**src/inc/i2cp_pkg.sv**
```systemverilog
// Constants and state types for the serial port in two-wire bus mode
package i2cp_pkg;

  // ----------------------------------------------------------------------
  // Register offsets on the plain register port
  // ----------------------------------------------------------------------
  localparam logic [2:0] OFS_CTRL_PRIMARY = 3'h0;
  localparam logic [2:0] OFS_CTRL_SECONDARY = 3'h1;
  localparam logic [2:0] OFS_PORT_STATUS = 3'h2;
  localparam logic [2:0] OFS_TRANSFER_BUFFER = 3'h3;
  localparam logic [2:0] OFS_ADDRESS_RELOAD = 3'h4;
  localparam logic [2:0] OFS_PORT_IRQ = 3'h5;

  // ----------------------------------------------------------------------
  // Reset values
  // ----------------------------------------------------------------------
  localparam logic [7:0] CTRL_PRIMARY_RST = 8'h00;
  localparam logic [7:0] CTRL_SECONDARY_RST = 8'h00;
  localparam logic [7:0] ADDRESS_RELOAD_RST = 8'h00;
  localparam logic BUS_IDLE_LEVEL = 1'b1;

  // ----------------------------------------------------------------------
  // Field positions
  // ----------------------------------------------------------------------
  localparam int C1_WRITE_COLLISION_FLAG = 7;
  localparam int C1_OVF = 6;
  localparam int C1_EN = 5;
  localparam int C1_CKP = 4;
  localparam int C2_GENERAL_CALL_ENABLE = 7;
  localparam int C2_ACKNOWLEDGE_STATUS = 6;
  localparam int C2_ACKNOWLEDGE_VALUE = 5;
  localparam int C2_ACKNOWLEDGE_SEQUENCE_START = 4;
  localparam int C2_MASTER_RECEIVE_ENABLE = 3;
  localparam int C2_PEN = 2;
  localparam int C2_REPEATED_START_REQUEST = 1;
  localparam int C2_SEN = 0;
  localparam int IRQ_FLAG = 0;

  // ----------------------------------------------------------------------
  // Mode codes and bus constants
  // ----------------------------------------------------------------------
  localparam logic [3:0] MODE_SLAVE7 = 4'h6;
  localparam logic [3:0] MODE_SLAVE10 = 4'h7;
  localparam logic [3:0] MODE_MASTER = 4'h8;
  localparam logic [3:0] MODE_FW_MASTER = 4'hb;
  localparam logic [3:0] MODE_SLAVE7_SP = 4'he;
  localparam logic [3:0] MODE_SLAVE10_SP = 4'hf;
  localparam logic [4:0] TEN_BIT_HEADER = 5'h1e;
  localparam logic [7:0] GENERAL_CALL_ADDR = 8'h00;
  localparam logic [3:0] BITS_PER_BYTE = 4'h8;
  localparam logic [3:0] LAST_DATA_BIT = 4'h7;

  // ----------------------------------------------------------------------
  // State machines
  // ----------------------------------------------------------------------
  typedef enum logic [2:0] {
    S_IDLE = 3'b000,
    S_ADDR = 3'b001,
    S_RX = 3'b010,
    S_ACK = 3'b011,
    S_TX = 3'b100,
    S_TXACK = 3'b101
  } i2cp_slave_t;

  typedef enum logic [2:0] {
    M_IDLE = 3'b000,
    M_START = 3'b001,
    M_RSTART = 3'b010,
    M_STOP = 3'b011,
    M_TX = 3'b100,
    M_RX = 3'b101,
    M_ACK = 3'b110
  } i2cp_master_t;

endpackage : i2cp_pkg

```
**src/rtl/i2cp_port.sv**
```systemverilog
// Serial port in two-wire bus mode: registers, slave engine, master engine
`timescale 1ns/100ps
module i2cp_port
  import i2cp_pkg::*;
(
  // Clock and reset
  input wire logic i_ref_clk,
  input wire logic i_sys_rst,
  // Register port
  input wire logic [2:0] i_addr,
  input wire logic [7:0] i_wdata,
  input wire logic i_wr,
  input wire logic i_rd,
  output logic [7:0] o_rdata,
  // Bus pins, open drain
  input wire logic i_scl_in,
  output logic o_scl_out,
  output logic o_scl_oe,
  input wire logic i_sda_in,
  output logic o_sda_out,
  output logic o_sda_oe
);

  // ----------------------------------------------------------------------
  // State
  // ----------------------------------------------------------------------
  typedef struct packed {
    logic write_collision_flag, ovf, en, clock_release;
    logic [3:0] mode;
    logic general_call_enable, acknowledge_status, acknowledge_value, acknowledge_sequence_start, master_receive_enable, stop_request, repeated_start_request, start_request_or_stretch_enable;
    logic [7:0] xbuf, sr, addr, rdata;
    logic bf, ua, rw, da, irq, start_seen, stop_seen;
    logic ack, hi_ok, lo_match;
    logic scl_p, sda_p;
    logic [3:0] bitcnt;
    logic [1:0] ph;
    logic [7:0] brg;
    logic m_scl_low, m_sda_low;
    i2cp_slave_t sst;
    i2cp_master_t mst;
  } i2cp_state_t;

  i2cp_state_t q, d;
  logic slave_m, master_m, ten, hdr, gc, mt, tick, master_idle, ld_buf;
  logic scl_rise, scl_fall, start_det, stop_det;

  // ----------------------------------------------------------------------
  // Decodes
  // ----------------------------------------------------------------------
  // Unlisted codes leave both engines idle
  assign slave_m = q.en && (q.mode == MODE_SLAVE7 || q.mode == MODE_SLAVE10 ||
                   q.mode == MODE_SLAVE7_SP ||
                   q.mode == MODE_SLAVE10_SP);
  assign ten = q.mode[0];
  assign master_m = q.en && (q.mode == MODE_MASTER);
  assign master_idle = master_m && q.mst == M_IDLE && !(q.acknowledge_sequence_start || q.master_receive_enable ||
                       q.stop_request || q.repeated_start_request || q.start_request_or_stretch_enable);
  assign scl_rise = i_scl_in && !q.scl_p;
  assign scl_fall = !i_scl_in && q.scl_p;
  assign start_det = q.scl_p && i_scl_in && q.sda_p && !i_sda_in;
  assign stop_det = q.scl_p && i_scl_in && !q.sda_p && i_sda_in;
  assign tick = (q.brg == 8'h00);
  assign hdr = (q.sr[7:3] == TEN_BIT_HEADER) && (q.sr[2:1] == q.addr[2:1]);
  assign gc = q.general_call_enable && (q.sr == GENERAL_CALL_ADDR);

  // ----------------------------------------------------------------------
  // Next state
  // ----------------------------------------------------------------------
  always_comb begin
    d = q;
    mt = 1'b0;
    ld_buf = 1'b0;
    d.scl_p = i_scl_in;
    d.sda_p = i_sda_in;
    d.rdata = 8'h00;
    // Register reads, data shown in the next cycle
    if (i_rd) begin
      case (i_addr)
        OFS_CTRL_PRIMARY: d.rdata = {q.write_collision_flag, q.ovf, q.en, q.clock_release, q.mode};
        OFS_CTRL_SECONDARY: d.rdata = {q.general_call_enable, q.acknowledge_status, q.acknowledge_value, q.acknowledge_sequence_start,
                                       q.master_receive_enable, q.stop_request, q.repeated_start_request, q.start_request_or_stretch_enable};
        OFS_PORT_STATUS: d.rdata = {2'b00, q.da, q.stop_seen, q.start_seen,
                                    (master_m ? (q.mst == M_TX) : q.rw),
                                    q.ua, q.bf};
        OFS_TRANSFER_BUFFER: begin
          d.rdata = q.xbuf;
          d.bf = 1'b0;
        end
        OFS_ADDRESS_RELOAD: d.rdata = q.addr;
        OFS_PORT_IRQ: d.rdata = {7'h00, q.irq};
        default: d.rdata = 8'h00;
      endcase
    end
    // Register writes; hardware events below override them
    if (i_wr) begin
      case (i_addr)
        OFS_CTRL_PRIMARY: begin
          d.write_collision_flag = i_wdata[C1_WRITE_COLLISION_FLAG];
          d.ovf = i_wdata[C1_OVF];
          d.en = i_wdata[C1_EN];
          d.clock_release = i_wdata[C1_CKP];
          d.mode = i_wdata[3:0];
        end
        OFS_CTRL_SECONDARY: begin
          d.general_call_enable = i_wdata[C2_GENERAL_CALL_ENABLE];
          d.acknowledge_value = i_wdata[C2_ACKNOWLEDGE_VALUE];
          if (slave_m) begin
            d.start_request_or_stretch_enable = i_wdata[C2_SEN];
          end else if (master_idle) begin
            d.acknowledge_sequence_start = i_wdata[C2_ACKNOWLEDGE_SEQUENCE_START];
            d.master_receive_enable = i_wdata[C2_MASTER_RECEIVE_ENABLE];
            d.stop_request = i_wdata[C2_PEN];
            d.repeated_start_request = i_wdata[C2_REPEATED_START_REQUEST];
            d.start_request_or_stretch_enable = i_wdata[C2_SEN];
          end
        end
        OFS_TRANSFER_BUFFER: begin
          if (master_m) begin
            if (master_idle) begin
              d.xbuf = i_wdata;
              d.sr = i_wdata;
              d.bf = 1'b1;
              d.mst = M_TX;
              d.bitcnt = 4'h0;
            end else begin
              d.write_collision_flag = 1'b1;
            end
          end else if ((q.sst == S_TX && q.bitcnt != 4'h0) ||
                       q.sst == S_TXACK) begin
            d.write_collision_flag = 1'b1;
          end else begin
            d.xbuf = i_wdata;
            d.sr = i_wdata;
            d.bf = 1'b1;
          end
        end
        OFS_ADDRESS_RELOAD: begin
          d.addr = i_wdata;
          d.ua = 1'b0;
        end
        OFS_PORT_IRQ: d.irq = i_wdata[IRQ_FLAG];
        default: ;
      endcase
    end
    // Slave engine
    if (!slave_m) begin
      d.sst = S_IDLE;
      d.hi_ok = 1'b0;
      d.lo_match = 1'b0;
    end else if (stop_det) begin
      d.stop_seen = 1'b1;
      d.start_seen = 1'b0;
      d.sst = S_IDLE;
      d.hi_ok = 1'b0;
      d.lo_match = 1'b0;
      d.rw = 1'b0;
      if (q.mode[3]) begin
        d.irq = 1'b1;
      end
    end else if (start_det) begin
      d.start_seen = 1'b1;
      d.stop_seen = 1'b0;
      d.sst = S_ADDR;
      d.bitcnt = 4'h0;
      d.rw = 1'b0;
      if (q.mode[3]) begin
        d.irq = 1'b1;
      end
    end else begin
      case (q.sst)
        S_ADDR, S_RX: begin
          if (scl_rise && q.bitcnt < BITS_PER_BYTE) begin
            d.sr = {q.sr[6:0], i_sda_in};
            d.bitcnt = q.bitcnt + 4'h1;
          end else if (scl_fall && q.bitcnt == BITS_PER_BYTE) begin
            if (q.sst == S_RX) begin
              mt = 1'b1;
              d.da = 1'b1;
            end else if (!ten) begin
              mt = (q.sr[7:1] == q.addr[7:1]) || gc;
              d.rw = q.sr[0] && !gc;
            end else if (q.hi_ok) begin
              mt = (q.sr == q.addr);
              d.lo_match = mt;
              d.hi_ok = 1'b0;
              d.ua = mt;
            end else if (hdr && !q.sr[0]) begin
              mt = 1'b1;
              d.hi_ok = 1'b1;
              d.ua = 1'b1;
            end else if (hdr && q.lo_match) begin
              mt = 1'b1;
              d.rw = 1'b1;
            end
            if (mt) begin
              d.sst = S_ACK;
              d.bitcnt = 4'h0;
              if (q.sst == S_ADDR) begin
                d.da = 1'b0;
              end
              if (q.bf || q.ovf) begin
                d.ack = 1'b0;
                d.ovf = 1'b1;
              end else begin
                d.ack = 1'b1;
                d.xbuf = q.sr;
                d.bf = 1'b1;
                ld_buf = 1'b1;
              end
            end else begin
              d.sst = S_IDLE;
            end
          end
        end
        S_ACK: begin
          if (scl_fall) begin
            d.ack = 1'b0;
            d.irq = 1'b1;
            d.bitcnt = 4'h0;
            if (q.rw) begin
              d.clock_release = 1'b0; // Transmit always stretches to load data
              d.sst = S_TX;
            end else begin
              // Ten-bit address bytes stretch only through the update flag
              if (q.start_request_or_stretch_enable && q.bf && !(ten && !q.da)) begin
                d.clock_release = 1'b0;
              end
              d.sst = q.hi_ok ? S_ADDR : S_RX;
            end
          end
        end
        S_TX: begin
          if (scl_fall) begin
            d.sr = {q.sr[6:0], 1'b1};
            d.bitcnt = q.bitcnt + 4'h1;
            if (q.bitcnt == LAST_DATA_BIT) begin
              d.sst = S_TXACK;
              d.bf = 1'b0;
            end
          end
        end
        S_TXACK: begin
          if (scl_rise && i_sda_in) begin
            d.sst = S_IDLE; // Not acknowledged: transfer over
            d.rw = 1'b0;
          end else if (scl_fall) begin
            d.irq = 1'b1;
            d.clock_release = 1'b0;
            d.bitcnt = 4'h0;
            d.sst = S_TX;
          end
        end
        default: d.sst = S_IDLE;
      endcase
    end
    // Master engine, one step per quarter bit time
    if (!master_m) begin
      d.mst = M_IDLE;
      d.m_scl_low = 1'b0;
      d.m_sda_low = 1'b0;
    end else if (q.mst == M_IDLE) begin
      d.brg = q.addr;
      d.ph = 2'b00;
      d.bitcnt = (q.master_receive_enable || q.acknowledge_sequence_start) ? 4'h0 : d.bitcnt;
      if (q.start_request_or_stretch_enable) begin
        d.mst = M_START;
      end else if (q.repeated_start_request) begin
        d.mst = M_RSTART;
      end else if (q.stop_request) begin
        d.mst = M_STOP;
      end else if (q.master_receive_enable) begin
        d.mst = M_RX;
      end else if (q.acknowledge_sequence_start) begin
        d.mst = M_ACK;
      end
    end else if (!tick) begin
      d.brg = q.brg - 8'h01;
    end else begin
      d.brg = q.addr;
      d.ph = q.ph + 2'b01;
      case (q.mst)
        M_START: begin
          case (q.ph)
            2'b00: d.m_sda_low = 1'b0;
            2'b01: d.m_sda_low = 1'b1;
            default: begin
              d.m_scl_low = 1'b1;
              d.start_request_or_stretch_enable = 1'b0;
              d.irq = 1'b1;
              d.mst = M_IDLE;
            end
          endcase
        end
        M_RSTART: begin
          case (q.ph)
            2'b00: d.m_sda_low = 1'b0;
            2'b01: d.m_scl_low = 1'b0;
            2'b10: d.m_sda_low = 1'b1;
            default: begin
              d.m_scl_low = 1'b1;
              d.repeated_start_request = 1'b0;
              d.irq = 1'b1;
              d.mst = M_IDLE;
            end
          endcase
        end
        M_STOP: begin
          case (q.ph)
            2'b00: d.m_sda_low = 1'b1;
            2'b01: d.m_scl_low = 1'b0;
            2'b10: d.m_sda_low = 1'b0;
            default: begin
              d.stop_request = 1'b0;
              d.irq = 1'b1;
              d.mst = M_IDLE;
            end
          endcase
        end
        M_TX, M_RX, M_ACK: begin
          case (q.ph)
            2'b00: begin
              d.m_scl_low = 1'b1;
              if (q.mst == M_TX) begin
                d.m_sda_low = (q.bitcnt < BITS_PER_BYTE) && !q.sr[7];
              end else begin
                d.m_sda_low = (q.mst == M_ACK) && !q.acknowledge_value;
              end
            end
            2'b01: d.m_scl_low = 1'b0;
            2'b10: begin
              if (q.mst == M_TX && q.bitcnt == BITS_PER_BYTE) begin
                d.acknowledge_status = i_sda_in;
              end else if (q.mst == M_RX) begin
                d.sr = {q.sr[6:0], i_sda_in};
              end
            end
            default: begin
              d.m_scl_low = 1'b1;
              d.bitcnt = q.bitcnt + 4'h1;
              if (q.mst == M_TX) begin
                d.sr = {q.sr[6:0], 1'b1};
                if (q.bitcnt == BITS_PER_BYTE) begin
                  d.bf = 1'b0;
                  d.irq = 1'b1;
                  d.m_sda_low = 1'b0;
                  d.mst = M_IDLE;
                end
              end else if (q.mst == M_RX) begin
                if (q.bitcnt == LAST_DATA_BIT) begin
                  if (q.bf) begin
                    d.ovf = 1'b1;
                  end else begin
                    d.xbuf = q.sr;
                    d.bf = 1'b1;
                    ld_buf = 1'b1;
                  end
                  d.master_receive_enable = 1'b0;
                  d.irq = 1'b1;
                  d.mst = M_IDLE;
                end
              end else begin
                d.acknowledge_sequence_start = 1'b0;
                d.irq = 1'b1;
                d.m_sda_low = 1'b0;
                d.mst = M_IDLE;
              end
            end
          endcase
        end
        default: d.mst = M_IDLE;
      endcase
    end
    // Disabled port forgets bus history
    if (!q.en) begin
      d.start_seen = 1'b0;
      d.stop_seen = 1'b0;
    end
  end

  // ----------------------------------------------------------------------
  // State register
  // ----------------------------------------------------------------------
  always_ff @(posedge i_ref_clk) begin
    if (i_sys_rst) begin
      q <= '0;
      {q.write_collision_flag, q.ovf, q.en, q.clock_release, q.mode} <= CTRL_PRIMARY_RST;
      {q.general_call_enable, q.acknowledge_status, q.acknowledge_value, q.acknowledge_sequence_start, q.master_receive_enable, q.stop_request, q.repeated_start_request,
       q.start_request_or_stretch_enable} <= CTRL_SECONDARY_RST;
      q.addr <= ADDRESS_RELOAD_RST;
      q.sst <= S_IDLE;
      q.mst <= M_IDLE;
      // Idle pin history, so no false edge follows reset
      q.scl_p <= BUS_IDLE_LEVEL;
      q.sda_p <= BUS_IDLE_LEVEL;
    end else begin
      q <= d;
    end
  end

  // ----------------------------------------------------------------------
  // Outputs
  // ----------------------------------------------------------------------
  // Open drain: only ever pull low, and only while the port owns the pins
  assign o_scl_out = 1'b0;
  assign o_sda_out = 1'b0;
  // Update hold starts after the ninth clock so the ack still goes out
  assign o_scl_oe = (slave_m && (!q.clock_release || (q.ua && q.sst != S_ACK))) ||
                    (master_m && q.m_scl_low);
  assign o_sda_oe = (slave_m && ((q.sst == S_ACK && q.ack) ||
                    (q.sst == S_TX && !q.sr[7]))) ||
                    (master_m && q.m_sda_low);
  assign o_rdata = q.rdata;

  // ----------------------------------------------------------------------
  // Checks
  // ----------------------------------------------------------------------
  AST_PINS_RELEASED: assert property (@(posedge i_ref_clk)
    disable iff (i_sys_rst) !q.en |-> !o_scl_oe && !o_sda_oe)
    else $error("Pins driven while port disabled");

  AST_CLOCK_HOLD: assert property (@(posedge i_ref_clk)
    disable iff (i_sys_rst) slave_m && !q.clock_release |-> o_scl_oe)
    else $error("Slave clock release low but SCL not held");

  AST_MASTER_COLLISION: assert property (@(posedge i_ref_clk)
    disable iff (i_sys_rst)
    master_m && !master_idle && i_wr && i_addr == OFS_TRANSFER_BUFFER
    |=> q.write_collision_flag && $stable(q.xbuf))
    else $error("Busy master buffer write not flagged");

  AST_REQUEST_IGNORED: assert property (@(posedge i_ref_clk)
    disable iff (i_sys_rst)
    master_m && !master_idle && !q.stop_request && i_wr &&
    i_addr == OFS_CTRL_SECONDARY && i_wdata[C2_PEN] |=> !q.stop_request)
    else $error("Stop request accepted while busy");

  AST_START_SEQUENCE: assert property (@(posedge i_ref_clk)
    disable iff (i_sys_rst)
    master_m && q.mst == M_IDLE && q.start_request_or_stretch_enable |=> q.mst == M_START)
    else $error("Start request did not start sequence");

  AST_STOP_CLEARED: assert property (@(posedge i_ref_clk)
    disable iff (i_sys_rst)
    master_m && $fell(q.stop_request) |-> $past(q.mst) == M_STOP && q.irq)
    else $error("Stop request cleared outside stop sequence");

  AST_BUFFER_READ: assert property (@(posedge i_ref_clk)
    disable iff (i_sys_rst)
    i_rd && i_addr == OFS_TRANSFER_BUFFER && !ld_buf &&
    !(i_wr) |=> !q.bf)
    else $error("Buffer read did not clear buffer full");

  AST_REFUSED_NO_ACK: assert property (@(posedge i_ref_clk)
    disable iff (i_sys_rst)
    slave_m && scl_fall && q.bitcnt == BITS_PER_BYTE && (q.bf || q.ovf) &&
    (q.sst == S_ADDR || q.sst == S_RX) && !i_wr
    |=> !o_sda_oe && $stable(q.xbuf))
    else $error("Refused byte was acknowledged or loaded");

  AST_UPDATE_HOLD: assert property (@(posedge i_ref_clk)
    disable iff (i_sys_rst) slave_m && q.ua && q.sst != S_ACK |-> o_scl_oe)
    else $error("Address update pending but SCL released");

endmodule : i2cp_port

```
**config.mk**
```make
export PLATFORM = sky130hd
export DESIGN_NAME = i2cp_port
export DESIGN_NICKNAME = d
export VERILOG_FILES = /design/src/inc/i2cp_pkg.sv /design/src/rtl/i2cp_port.sv
export SDC_FILE = /design/constraint.sdc
export NUM_CORES = 1
export LEC_CHECK = 0
export BUFFER_PORTS_ARGS = -buffer_cell sky130_fd_sc_hd__buf_4
export CAP_MARGIN = 20
export CORE_MARGIN = 10
export CORE_UTILIZATION = 50
export DETAILED_ROUTE_END_ITERATION = 7
export GPL_ROUTABILITY_DRIVEN = 0
export PLACE_DENSITY_LB_ADDON = 0.08
export SLEW_MARGIN = 20
export SYNTH_ARGS = -nofsm -noshare
export SYNTH_HDL_FRONTEND = slang
export SYNTH_SLANG_ARGS = --single-unit
```
**constraint.sdc**
```tcl
create_clock -name i_ref_clk -period 2.2 [get_ports i_ref_clk]
set_input_delay 0.22 -clock i_ref_clk [delete_from_list [all_inputs] [get_ports i_ref_clk]]
set_output_delay 0.22 -clock i_ref_clk [all_outputs]
set_load 0.005 [all_outputs]
```
# Yosys cells after proc, flatten, opt, wreduce, memory -nomap -nowiden
# Cells that the tools add are included.
[totals]
reg_bits = 82
[op_classes]
n_addsub = 3
order_cmp = 1
n_eq_ne = 62
n_mux = 237
n_bitwise = 9
n_reduce_logical = 99
[op_table]
columns = ["operator", "count"]
rows = [
  ["two-way mux 8 bit", 19],
  ["two-way mux 16 bit", 8],
  ["two-way mux 1 bit", 119],
  ["two-way mux 3 bit", 29],
  ["two-way mux 4 bit", 19],
  ["two-way mux 21 bit", 3],
  ["case mux 8 bit (6 select lines)", 1],
  ["logical AND 1 bit", 33],
  ["case mux 8 bit (2 select lines)", 2],
  ["inequality test 3 bit, second input constant", 10],
  ["AND reduction 6 bit", 5],
  ["two-way mux 29 bit", 1],
  ["two-way mux 14 bit", 2],
  ["two-way mux 2 bit", 13],
  ["case mux 1 bit (2 select lines)", 12],
  ["inequality test 2 bit, second input constant", 11],
  ["== test 3 bit, second input constant", 7],
  ["inequality test 4 bit, second input constant", 5],
  ["== test 3 x 2 -> 1 bit, second input constant", 6],
  ["AND reduction 9 bit", 2],
  ["== test 4 bit, second input constant", 4],
  ["zero test 8 bit", 2],
  ["case mux 4 bit (4 select lines)", 1],
  ["OR reduction 2 bit", 8],
  ["35 further kinds", 89],
]

# Logic depth before layout (Yosys ltp)
# Gate-level depths: netlist of run 1.
[logic_depth]
depth_word = 30
ltp_mapped = 9

# Worst setup path before layout of run 1
# OpenSTA, ideal clock, no wires.
[synth_timing]
path_kind = "register to register"
from = "register q[8] in the netlist's numbering"
to = "register q[6] in the netlist's numbering"
setup_ns = 0.112
t_arrival_ns = 1.958
path_slack_ns = 0.130
path_stages_with_launch = 9
n_path_buf = 0
period_less_slack_ns = 2.070
cell_sequence = "dfxtp_1 -> inv_1 -> ha_1 -> or3b_2 -> nor2_8 -> nand3_2 -> a311oi_2 -> nor2_1 -> a2111oi_1"
[synth_via]
elab_chain_len = 2
[synth_rtl]
columns = ["item", "line", "rtl"]
rows = [
  ["start, declared", "i2cp_port.sv:43", "i2cp_state_t q, d;"],
  ["zero test 8 bit", "i2cp_port.sv:62", "assign tick = (q.brg == 8'h00);"],
  ["AND reduction 9 bit (no source line)", "-", ""],
]
# Every way passes these cells.
# A chain may end at the register's enable or synchronous reset.

# Final worst setup path of run 1
[layout_timing]
from = "register q[47] in the netlist's numbering"
to = "register q[65] in the netlist's numbering"
[layout_via]
elab_chain_len = 26
word_cells_on_any_way = 28
[layout_rtl]
columns = ["item", "line", "rtl"]
rows = [
  ["== test 8 bit or == test 7 bit (tied branches)", "i2cp_port.sv:183, i2cp_port.sv:180", ""],
  ["two-way mux 1 bit or logical OR 1 bit (tied branches)", "i2cp_port.sv:182, i2cp_port.sv:180", ""],
  ["two-way mux 1 bit *", "i2cp_port.sv:179", "end else if (!ten) begin"],
  ["two-way mux 1 bit *", "i2cp_port.sv:176", "if (q.sst == S_RX) begin"],
  ["two-way mux 1 bit *", "i2cp_port.sv:175", "end else if (scl_fall && q.bitcnt == BITS_PER_BYTE) begin"],
  ["two-way mux 1 bit *", "i2cp_port.sv:172", "if (scl_rise && q.bitcnt < BITS_PER_BYTE) begin"],
  ["two-way mux 1 bit *", "i2cp_port.sv:170", "case (q.sst)"],
  ["two-way mux 1 bit *", "i2cp_port.sv:160", "end else if (start_det) begin"],
  ["(+10 left out)", "-", ""],
  ["two-way mux 8 bit", "i2cp_port.sv:349", "if (q.bitcnt == LAST_DATA_BIT) begin"],
  ["two-way mux 8 bit", "i2cp_port.sv:348", "end else if (q.mst == M_RX) begin"],
  ["two-way mux 8 bit", "i2cp_port.sv:340", "if (q.mst == M_TX) begin"],
  ["two-way mux 8 bit", "i2cp_port.sv:320", "case (q.ph)"],
  ["two-way mux 16 bit", "i2cp_port.sv:281", "case (q.mst)"],
  ["two-way mux 21 bit", "i2cp_port.sv:276", "end else if (!tick) begin"],
  ["two-way mux 21 bit", "i2cp_port.sv:261", "end else if (q.mst == M_IDLE) begin"],
  ["two-way mux 21 bit *", "i2cp_port.sv:257", "if (!master_m) begin"],
]
# Every way passes the cells marked *; elsewhere a longest branch is shown, timed or not. The select of a mux whose other input is x is not followed.

==> qor_table.md, run 1 <==
| Group | Metric | Reported |
|---|---|---|
| synth | Count of cell types in the netlist | 79 |
| worst setup path | Total number of cells along the worst setup path | 6 |
| worst setup path | Maximum fanout along the worst path | 5 |
| final layout | Final std cell area, no fill | 6520 sq um |
| synth | Ys flop type | sky130_fd_sc_hd__dfxtp_1 |
| sta | Final-layout worst hold slack | 117 ps |
| worst setup path | Total buffers and inverters traversed by the critical path | 0 |
| synth | Cell types occupying the most area after synthesis | sky130_fd_sc_hd__dfxtp_1, sky130_fd_sc_hd__a21oi_1, sky130_fd_sc_hd__mux2i_1 |
| global routing | Initial antenna violation count | 0 |
| sta | Setup repair after global routing missed its margin | no |
| routing | Via Count | 5,795 |
| floorplan | Row count | 38 |
| clock network | Hold-fix buffers at CTS | 0 |
| clock network | Number of clock sinks seen by CTS | 82 |
| synth | EDFF count, synth | 0 |
| placed design | Post-placement cell area | 6190 sq um |
| power | Power density of the placed cells | 442 nW/um^2 |
| floorplan | I/O Pins | 29 |
| global routing | GR met1 Demand/Resource | 30.6% |
| clock network | Number of clock buffers inserted by TritonCTS | 9 |
| sta | Time the final worst path needs with I/O delays and setup | 2150 ps |
| worst setup path | Critical-path cell with the highest stage delay | sky130_fd_sc_hd__dfxtp_1 |
| floorplan | Floorplan die height | 125 um |
| sta | Period utilisation layout | 97.5% |
| power | Leakage power summed over all cells | 0.00236 uW |
| sta | Worst Tran Pin Value | 547 ps |
| routing | Via/cell ratio | 6.31 |
| floorplan | Width of the die | 125 um |
| worst setup path | Crit-path max cell delay | 390 ps |
| worst setup path | Crit path required time | 2480 ps |
| min path | Count of cells along the worst hold path | 3 |
| worst setup path | Crit path arrival time | 2420 ps |
| synth | Number of storage elements in the synthesis netlist | 82 |
| sta | Worst slew margin relative to its limit | 63.6% |
| sta | Pins over their slew limit | 0 |
| worst setup path | Startpoint kind of the worst setup timing path | register |
| sta | Maximum frequency from static timing analysis | 466 MHz |
| global routing | GR Overflow Total | 0 |
| placed design | Dpl hpwl | 13,800 um |
| power | Maximum vdd drop | 473 uV |
| routing | Starting DRT DRC Count | 855 |
| synth | Post-synthesis async set-or-reset flop share | 0% |
| clock network | CTS clock-pin slew for the worst setup and hold paths | 90 ps |
| synth | Post-synthesis area per instance | 7.70 sq um |
| routing | Remaining antenna violation count after routing | 0 |
| synth | Synthesized instance count | 717 |
| clock network | CTS tree | built |
| job | Number of maximum-capacitance constraint violations | 0 |
| sta | Fin. Hold Viols | 0 |
| sta | Endpoints failing setup | 0 |
| status | Result of the run | complete, no violations |
| clock network | Clock latency on the worst-skew pair | 380 ps |
| global routing | Peak-usage layer in the global routing report | met2 |
| worst setup path | Cell count of the worst reg-to-reg path | 6 |
| sta | Final Skew | 8.13 ps |
| min path | Min-Delay Path Class | input port to register |
| floorplan | CORE AREA | 10,800 sq um |
| worst setup path | Type of the worst setup path | register to register |
| floorplan | Die area | 15,600 sq um |
| final layout | Number of nets at the end of the flow | 797 |
| routing | Detailed-routing iteration count for the pre-antenna-repair pass | 5 |
| global routing | Via count of the first global-routing pass | 5,527 |
| final layout | Storage element area | 1650 sq um |
| clock network | # H-tree levels | 3 |
| synth | Fraction of the yosys area taken by sequential cells | 29.7% |
| synth | Portion of synthesized cell area occupied by the leading cell type | 29.7% |
| worst setup path | Endpoint class of the critical path | register |
| final layout | Layout cells sized above 1 | 23.4% |
| synth | Cell taking the most area after synthesis | sky130_fd_sc_hd__dfxtp_1 |
| global routing | Overall routing resource usage | 22.7% |
| final layout | Synth-to-Final Area Change | 18.1% |
| final layout | Count of antenna diodes in the layout | 0 |
| routing | Remaining design rule violation count | 0 |
| routing | Overall routed net length | 18,600 um |
| final layout | Utilization after layout | 60.1% |
| worst setup path | Cells along the critical path | xor2_1 -> nor3_1 -> and4_2 -> o2111ai_2 -> o211ai_4 -> mux2_2 |
| synth | Total standard cell area after synthesis | 5520 sq um |
| final layout | Fill count | 1,062 |
| synth | Synth warn | 0 |
| sta | Total negative setup slack | 0 ps |
| global routing | First-pass GRT wire length | 29,600 um |
| clock network | Maximum root-to-sink buffer count | 2 |
| final layout | Area used by multi-input combinational logic | 3650 sq um |
| clock network | Clock root cell | sky130_fd_sc_hd__clkbuf_8 |
| global routing | Met2 capacity usage during global routing | 36.4% |
| global routing | Maximum number of pins on one net before global-route repair | 51 |
| routing | Average wire length per cell after detail routing | 20.3 um |
| worst setup path | Kind of cell adding the most delay to the critical path | simple AND/OR/NAND/NOR gates |
| global routing | Global-route track usage on met3 | 4.18% |
| placed design | Number of buffers inserted by port buffering | 26 |
| floorplan | Effective utilization at floorplan | 50.9% |
## cells in the mapped netlist, types with 5 or more instances
cell type,n
sky130_fd_sc_hd__nor2b_1,20
sky130_fd_sc_hd__nand3b_1,6
sky130_fd_sc_hd__buf_2,9
sky130_fd_sc_hd__a21oi_1,64
sky130_fd_sc_hd__o21ai_0,40
sky130_fd_sc_hd__nor2_1,74
sky130_fd_sc_hd__ha_1,7
sky130_fd_sc_hd__mux2i_1,30
sky130_fd_sc_hd__xnor2_1,8
sky130_fd_sc_hd__nand2_1,65
sky130_fd_sc_hd__dfxtp_1,82
sky130_fd_sc_hd__clkbuf_1,31
sky130_fd_sc_hd__or2_2,7
sky130_fd_sc_hd__and3_1,6
sky130_fd_sc_hd__nor4_1,7
sky130_fd_sc_hd__nor3b_1,7
sky130_fd_sc_hd__a31oi_1,11
sky130_fd_sc_hd__nand2b_1,11
sky130_fd_sc_hd__nand3_1,32
sky130_fd_sc_hd__nand4_1,9
sky130_fd_sc_hd__inv_1,16
sky130_fd_sc_hd__buf_4,10
sky130_fd_sc_hd__o31ai_1,5
sky130_fd_sc_hd__o22ai_1,7
sky130_fd_sc_hd__buf_1,6
sky130_fd_sc_hd__a211oi_1,13
sky130_fd_sc_hd__mux2_2,11
sky130_fd_sc_hd__nor3_1,23
## worst min-delay path, cell delays in order
cell and delay (ps):
sky130_fd_sc_hd__buf_4 130, sky130_fd_sc_hd__nand2_1 60, sky130_fd_sc_hd__a21oi_1 50
## state kept, by name, summed over array words and instances (netlist names)
name and cells:
q 74, o_rdata 8
## area by class of cell
cell class / instances / share of cell area [%]
Timing Repair Buffer: 102 / 12.5
Sequential cell: 82 / 25.3
Clock buffer: 10 / 1.96
Clock inverter: 6 / 0.653
Inverter: 16 / 0.921
Multi-Input combinational cell: 562 / 56.0
Tap cell: 140 / 2.69
## routing by layer
layer	up-vias	part of all wire, %
met1	2829	44
li1	2694	-
met2	243	48
met4	0	1.5
met5	-	0
met3	29	6.4
## power by group
group	total, uW	internal, uW	leakage (uW)	switching (uW)
Clock	1040	412	0.0000827	623
Combinational	309	126	0.00161	183
Sequential	1540	1500	0.000667	32.0
## repair_timing
item                                    4_1_cts  5_1_grt
resized for setup                             3       33
cloned                                        0        2
pin swaps                                     0        8
endpoints found under the setup margin        3       23
buffers inserted                              0        1
## placed cells by master (no fill, tap or decap), drive strengths merged, types with 10 or more instances in the layout
cell type and n:
buf 101, dfxtp 82, nor2 76, nand2 65, a21oi 65, o21ai 44, nand3 34, mux2i 30
nor3 26, nor2b 20, inv 17, a211oi 13, mux2 12, a31oi 11, nand2b 11, clkbuf 11
or2 10
## through the flow
stage / cells / setup slack [ps] / power [uW]
finish: 918 / 54.6 / 2880
global route: 918 / 2.32 / 2970
CTS: 915 / 1.47 / 2870
detailed placement: 899 / -7.67 / 1860
global placement: 899 / 30.8 / 1860
floorplan: 718 / 130 / 1740
## path summary, 6_finish.rpt
kind,startpoint,end,slack (ps)
worst min-delay path,i_wdata[6],q[48],120
worst min register to register,q[9],q[9],510
worst max-delay path,q[47],q[65],50
worst max register to register,q[47],q[65],50
## cell families after synthesis
family | after synthesis | share of synthesized area, %
xor gates and xnor gates | 12 | 1.90
and+or+nand+nor | 305 | 29.6
muxes | 44 | 8.70
buffers and inverters | 75 | 6.28
other | 1 | 0.0679
adders and majority gates | 7 | 1.59
AOI/OAI and AO/OA | 191 | 22.2
DFF | 82 | 29.7
(Power assumes the default switching activity.)
==> run 2, diff against run 1 <==
Settings changed: CORE_MARGIN 10 to 4.
==> qor_table.md, run 2 (synthesis results as in run 1) <==
| Group | Metric | Reported | Delta |
|---|---|---|---|
| power | Portion of total power attributed to sequential cells | 49.5% | -3.8 points |
| worst setup path | Endpoint class of the critical path | register |  |
| routing | Starting DRT DRC Count | 544 | -36% |
| clock network | # H-tree levels | 3 | unchanged |
| min path | Min-Delay Path Class | input port to register |  |
| global routing | GR Overflow Total | 0 | unchanged |
| power | Switching Power | 799 uW | -4.6% |
| clock network | CTS clock-pin slew for the worst setup and hold paths | 80 ps | about the same |
| power | Switching power as a share of total power | 25.7% | -3.3 points |
| final layout | Count of antenna diodes in the layout | 0 | unchanged |
| job | Number of maximum-capacitance constraint violations | 0 | unchanged |
| sta | Endpoints failing setup | 0 | unchanged |
| min path | Count of cells along the worst hold path | 2 | -1 |
| global routing | Via count of the first global-routing pass | 5,340 | -3.4% |
| routing | Via/cell ratio | 6.22 | -1.5% |
| sta | Fin worst setup slack | 39.0 ps | -15.6 ps |
| placed design | Dpl hpwl | 13,300 um | -3.0% |
| final layout | Largest Register | q |  |
| routing | Remaining antenna violation count after routing | 0 | unchanged |
| floorplan | Die area | 12,800 sq um | -18% |
| clock network | Number of clock buffers inserted by TritonCTS | 9 | unchanged |
| routing | Average wire length per cell after detail routing | 19.6 um | -3.4% |
| worst setup path | Cell count of the worst reg-to-reg path | 7 | +1 |
| floorplan | Width of the die | 113 um | -9.6% |
| min path | Hold EP | q[23] |  |
| final layout | Synth-to-Final Area Change | 18.0% | about the same |
| routing | Via Count | 5,708 | -1.5% |
| global routing | First-pass GRT wire length | 28,700 um | -3.0% |
| worst setup path | Beginning of the worst register-to-register path | q[74] |  |
| floorplan | Row count | 38 | unchanged |
| clock network | Hold-fix buffers at CTS | 0 | unchanged |
| clock network | Clock latency on the worst-skew pair | 370 ps | about the same |
| routing | Overall routed net length | 18,000 um | -3.4% |
| power | Clk pwr share | 40.9% | +5.0 points |
| status | Result of the run | complete, no violations |  |
| sta | Fin. Hold Viols | 0 | unchanged |
| clock network | Number of clock sinks seen by CTS | 82 | unchanged |
| final layout | Max reg flops | 74 | unchanged |
| power | Leakage power summed over all cells | 0.00237 uW | +0.36% |
| worst setup path | Start point of the critical path | q[74] |  |
| min path | Origin of the worst min-delay path | i_scl_in |  |
| global routing | Initial antenna violation count | 0 | unchanged |
| worst setup path | Crit path required time | 2480 ps | about the same |
| worst setup path | Type of the worst setup path | register to register |  |
| placed design | Number of buffers inserted by port buffering | 26 | unchanged |
| sta | Final Skew | 13.3 ps | +5.14 ps |
| final layout | Layout cells sized above 1 | 22.6% | -0.77 points |
| power | Power density of the placed cells | 476 nW/um^2 | +7.8% |
| final layout | Most common cell after layout, fill and taps aside | sky130_fd_sc_hd__buf_4 |  |
| worst setup path | Flop2flop setup slack | 40 ps | -20 ps |
| sta | Pins over their slew limit | 0 | unchanged |
| floorplan | Floorplan die height | 113 um | -9.6% |
| clock network | CTS tree | built |  |
| worst setup path | Startpoint kind of the worst setup timing path | register |  |
| sta | Period utilisation layout | 98.2% | +0.71 points |
| floorplan | CORE AREA | 10,800 sq um | unchanged |
| routing | Remaining design rule violation count | 0 | unchanged |
| power | Maximum vdd drop | 399 uV | -16% |
| sta | Time the final worst path needs with I/O delays and setup | 2160 ps | +15.6 ps |
| power | Internal power | 2300 uW | +13% |
| routing | Detailed-routing iteration count for the pre-antenna-repair pass | 5 | unchanged |
| floorplan | Effective utilization at floorplan | 50.9% | unchanged |
| global routing | Maximum number of pins on one net before global-route repair | 61 | +20% |
| clock network | Maximum root-to-sink buffer count | 2 | unchanged |
| sta | Worst Tran Pin Value | 684 ps | +137 ps |
| sta | Worst slew margin relative to its limit | 54.4% | -9.1 points |
| placed design | Placement-stage worst setup slack | -40.0 ps | -32.3 ps |
| final layout | Leading cell types in the layout, fill and taps excluded | sky130_fd_sc_hd__buf_4, sky130_fd_sc_hd__dfxtp_1, sky130_fd_sc_hd__nor2_1 |  |
| clock network | Clock root cell | sky130_fd_sc_hd__clkbuf_8 |  |
| sta | Maximum frequency from static timing analysis | 463 MHz | -0.72% |
| worst setup path | Maximum fanout along the worst path | 18 | +13 |
| global routing | Overall routing resource usage | 28.2% | +5.5 points |
| worst setup path | Crit path arrival time | 2440 ps | +20 ps |
| worst setup path | Worst r2r dst | q[18] |  |
| final layout | Number of nets at the end of the flow | 797 | unchanged |
| sta | Total negative setup slack | 0 ps | unchanged |
| floorplan | I/O Pins | 29 | unchanged |
| power | Combinational power share | 9.7% | -1.0 points |
| power | Total power draw | 3100 uW | +7.8% |
[run 2: changes by cell type in the layout (fill, tap and decap cells not counted), moves of 2 or more]
| cell | previous run | this run |
|---|---|---|
| sky130_fd_sc_hd__bufinv_16 | 0 | 2 |
| sky130_fd_sc_hd__o21ai_0 | 37 | 39 |
| sky130_fd_sc_hd__nor4_1 | 3 | 6 |
| sky130_fd_sc_hd__clkinv_2 | 2 | 0 |
| sky130_fd_sc_hd__nor4_2 | 4 | 1 |
| sky130_fd_sc_hd__clkinvlp_4 | 2 | 0 |
| sky130_fd_sc_hd__buf_4 | 98 | 101 |
[run 2: power by group through the flow]
| stage | Clock (uW) | Combinational (uW) | Sequential [uW] |
|---|---|---|---|
| global placement | 0 | 291 | 1570 |
| global route | 1360 | 323 | 1540 |
| detailed placement | 0 | 291 | 1570 |
| CTS | 1300 | 293 | 1530 |
| floorplan | 0 | 188 | 1550 |
| finish | 1270 | 300 | 1540 |
[run 2: layout make-up]
type	count	area, sq um
clock inverter	5	86.3
fill	1018	4320
sequential	82	1650
tap	140	175
clock buffer	11	141
inverter	16	60.1
multi-input combinational	562	3620
timing repair buffer	102	778
[run 2: worst max path at each step]
| stage | end | slack, ps | cells past startpoint |
|---|---|---|---|
| global route | q[18] | -50 | 7 |
| CTS | q[63] | 10 | 8 |
| floorplan | q[6] | 130 | 8 |
| detailed placement | q[6] | -40 | 8 |
| global placement | q[6] | 10 | 8 |
| finish | q[18] | 40 | 7 |
[run 2: repair_timing]
action	in CTS	in global routing
endpoints found under the setup margin	2	21
cloned	0	1
pin swaps	0	5
setup buffers	0	2
resized for setup	2	25
[run 2: stage by stage]
step / std cells / utilization [%] / hold WS, ps / instance area [sq um]
after global placement: 899 / 57.0 / 455 / 6180
after floorplan: 718 / - / 356 / 5520
after detailed placement: 899 / 57.0 / 490 / 6180
final: 918 / 60.1 / 132 / 6520
after global routing: 918 / 60.1 / 119 / 6520
after CTS: 915 / 59.1 / 118 / 6410
[run 2: metal layers]
layer | wire, um | up-vias | share of wire, % | GRT usage, %
li1 | - | 2707 | - | -
met1 | 8180 | 2746 | 45 | 40.3
met2 | 8190 | 225 | 46 | 43.3
met3 | 1280 | 30 | 7.1 | 5.08
met4 | 348 | 0 | 1.9 | 8.33
met5 | 0 | - | 0 | 0
[run 2: critical path, stage by stage, from the launching register on]
cell,delay (ps)
sky130_fd_sc_hd__dfxtp_1,330
sky130_fd_sc_hd__nand4bb_1,220
sky130_fd_sc_hd__or2_1,200
sky130_fd_sc_hd__buf_4,280
sky130_fd_sc_hd__and4bb_2,310
sky130_fd_sc_hd__nor4_1,440
sky130_fd_sc_hd__nand2_1,120
sky130_fd_sc_hd__o21ai_0,180
==> run 3, diff against run 2 <==
Settings changed: CTS_CLUSTER_SIZE set to 24, SETUP_SLACK_MARGIN set to 0.4.
==> qor_table.md, run 3 (synthesis results as in run 1) <==
| Group | Metric | Reported | Delta |
|---|---|---|---|
| clock network | Number of clock sinks seen by CTS | 82 | unchanged |
| sta | Fin. Hold Viols | 0 | unchanged |
| global routing | Via count of the first global-routing pass | 5,460 | +2.2% |
| floorplan | CORE AREA | 10,800 sq um | unchanged |
| global routing | Overall routing resource usage | 28.7% | +0.53 points |
| worst setup path | Crit-path max cell delay | 580 ps | +140 ps |
| floorplan | Die area | 12,800 sq um | unchanged |
| clock network | # H-tree levels | 3 | unchanged |
| sta | Setup repair after global routing missed its margin | yes |  |
| sta | Worst Tran Pin Value | 590 ps | -93.6 ps |
| final layout | Leading cell types in the layout, fill and taps excluded | sky130_fd_sc_hd__buf_4, sky130_fd_sc_hd__nor2_1, sky130_fd_sc_hd__nand2_1 |  |
| clock network | Maximum root-to-sink buffer count | 2 | unchanged |
| sta | Worst slew margin relative to its limit | 60.7% | +6.2 points |
| final layout | Count of antenna diodes in the layout | 0 | unchanged |
| final layout | Area used by multi-input combinational logic | 3970 sq um | +9.6% |
| final layout | Most common cell after layout, fill and taps aside | sky130_fd_sc_hd__buf_4 |  |
| sta | Maximum frequency from static timing analysis | 484 MHz | +4.5% |
| routing | Average wire length per cell after detail routing | 19.7 um | +0.33% |
| sta | Endpoints failing setup | 0 | unchanged |
| sta | Period utilisation layout | 94.0% | -4.3 points |
| floorplan | Floorplan die height | 113 um | unchanged |
| min path | Origin of the worst min-delay path | i_wdata[5] |  |
| sta | Final-layout worst hold slack | 126 ps | -6.09 ps |
| worst setup path | Crit path arrival time | 2300 ps | -140 ps |
| final layout | Count of non-filler cells in the finished layout | 943 | +2.7% |
| final layout | Storage element area | 1710 sq um | +3.3% |
| worst setup path | Critical-path cell with the highest stage delay | sky130_fd_sc_hd__or4_4 |  |
| min path | Min-Delay Path Class | input port to register |  |
| worst setup path | Kind of cell adding the most delay to the critical path | simple AND/OR/NAND/NOR gates |  |
| sta | Pins over their slew limit | 0 | unchanged |
| worst setup path | Startpoint kind of the worst setup timing path | register |  |
| worst setup path | Endpoint class of the critical path | register |  |
| worst setup path | Maximum fanout along the worst path | 7 | -11 |
| routing | Detailed-routing iteration count for the pre-antenna-repair pass | 6 | +1 |
| floorplan | Effective utilization at floorplan | 50.9% | unchanged |
| routing | Via/cell ratio | 6.18 | -0.66% |
| worst setup path | Crit path required time | 2430 ps | -50 ps |
| final layout | Number of nets at the end of the flow | 822 | +3.1% |
| routing | Starting DRT DRC Count | 661 | +22% |
| floorplan | Row count | 38 | unchanged |
| final layout | Synth-to-Final Area Change | 30.7% |  |
| clock network | CTS tree | built |  |
| clock network | Clock latency on the worst-skew pair | 380 ps | about the same |
| routing | Remaining antenna violation count after routing | 0 | unchanged |
| clock network | Hold-fix buffers at CTS | 0 | unchanged |
| floorplan | Width of the die | 113 um | unchanged |
| routing | Via Count | 5,825 | +2.0% |
| power | Power density of the placed cells | 435 nW/um^2 | -8.8% |
| final layout | Max reg flops | 74 | unchanged |
| worst setup path | Total buffers and inverters traversed by the critical path | 0 | -1 |
| power | Maximum vdd drop | 423 uV | +6.0% |
| clock network | Number of clock buffers inserted by TritonCTS | 9 | unchanged |
| clock network | CTS clock-pin slew for the worst setup and hold paths | 100 ps | +20 ps |
| global routing | GR Overflow Total | 0 | unchanged |
| final layout | Fill count | 886 | -13% |
| routing | Remaining design rule violation count | 0 | unchanged |
| global routing | First-pass GRT wire length | 29,200 um | +1.7% |
| sta | Final Skew | 13.1 ps | -0.178 ps |
| clock network | Clock root cell | sky130_fd_sc_hd__clkbuf_8 |  |
| power | Leakage power summed over all cells | 0.00260 uW | +9.7% |
| final layout | Layout cells sized above 1 | 35.0% | +12 points |
| routing | Overall routed net length | 18,600 um | +3.1% |
| placed design | Number of buffers inserted by port buffering | 26 | unchanged |
| job | Number of maximum-capacitance constraint violations | 0 | unchanged |
| placed design | DP Cell Count | 871 | -3.1% |
| status | Result of the run | complete, no violations |  |
| worst setup path | Beginning of the worst register-to-register path | q[12] |  |
| final layout | Largest Register | q |  |
| worst setup path | Start point of the critical path | q[12] |  |
| floorplan | I/O Pins | 29 | unchanged |
| global routing | Maximum number of pins on one net before global-route repair | 53 | -13% |
| worst setup path | Cells along the critical path | or4_4 -> nor2_8 -> nand4_1 -> o21ai_4 -> or2_2 -> a21oi_1 |  |
| placed design | Dpl hpwl | 13,000 um | -2.2% |
| sta | Time the final worst path needs with I/O delays and setup | 2070 ps | -93.8 ps |
| power | Total power draw | 3140 uW | +1.0% |
| sta | Total negative setup slack | 0 ps | unchanged |
| global routing | Initial antenna violation count | 0 | unchanged |
| worst setup path | Type of the worst setup path | register to register |  |
## run 3: cell types whose count changed in the layout (fill, tap and decap cells not counted), sizes merged
cell	before	now
o211ai	6	5
buf	102	128
## run 3: where the power goes
part           switching, uW  leakage (uW)  internal, uW  total (uW)
clock network            600      0.000114           679        1280
logic                    183       0.00181           143         327
registers               34.5      0.000680          1490        1530
total                    818       0.00260          2320        3140
## run 3: worst paths after layout
| kind | end | slack (ps) | cells after the start |
|---|---|---|---|
| setup / recovery | q[51] | 130 | 6 |
| hold / removal | q[47] | 130 | 3 |
| setup reg to reg | q[51] | 130 | 6 |
| hold reg to reg | q[6] | 500 | 2 |
## run 3: through the flow
stage | utilization (%) | area (sq um) | setup slack (ps)
after floorplan | - | 5640 | 191
after global placement | 56.0 | 6080 | 85.3
after detailed placement | 56.0 | 6080 | 9.54
after CTS | 62.1 | 6730 | 122
after global routing | 66.6 | 7210 | 66.8
final | 66.6 | 7210 | 133
## run 3: what timing repair did
action	4_1_cts	5_1_grt
endpoints found under the setup margin	48	49
gates resized for setup	64	69
pin swaps	25	31
buffers inserted	28	28
## run 3: worst min-delay path, stage by stage
cell	delay, ps
sky130_fd_sc_hd__buf_4	140
sky130_fd_sc_hd__nand2_1	60
sky130_fd_sc_hd__a21oi_1	50
## run 3: per-layer routing
layer | vias up | part of all wire (%) | GRT usage [%] | routed length [um]
li1 | 2759 | - | - | -
met1 | 2813 | 44 | 39.6 | 8220
met2 | 209 | 47 | 45.2 | 8630
met3 | 44 | 6.1 | 4.28 | 1130
met4 | 0 | 3.0 | 11.1 | 564
met5 | - | 0 | 0 | 0
## run 3: layout make-up
class,instances,share of cell area (%)
flip-flops and latches,82,23.6
clock inverters,5,1.20
repair buffers,128,14.9
well taps,140,2.43
multi-input cells,561,55.1
clock buffers,11,1.96
inverters,16,0.832
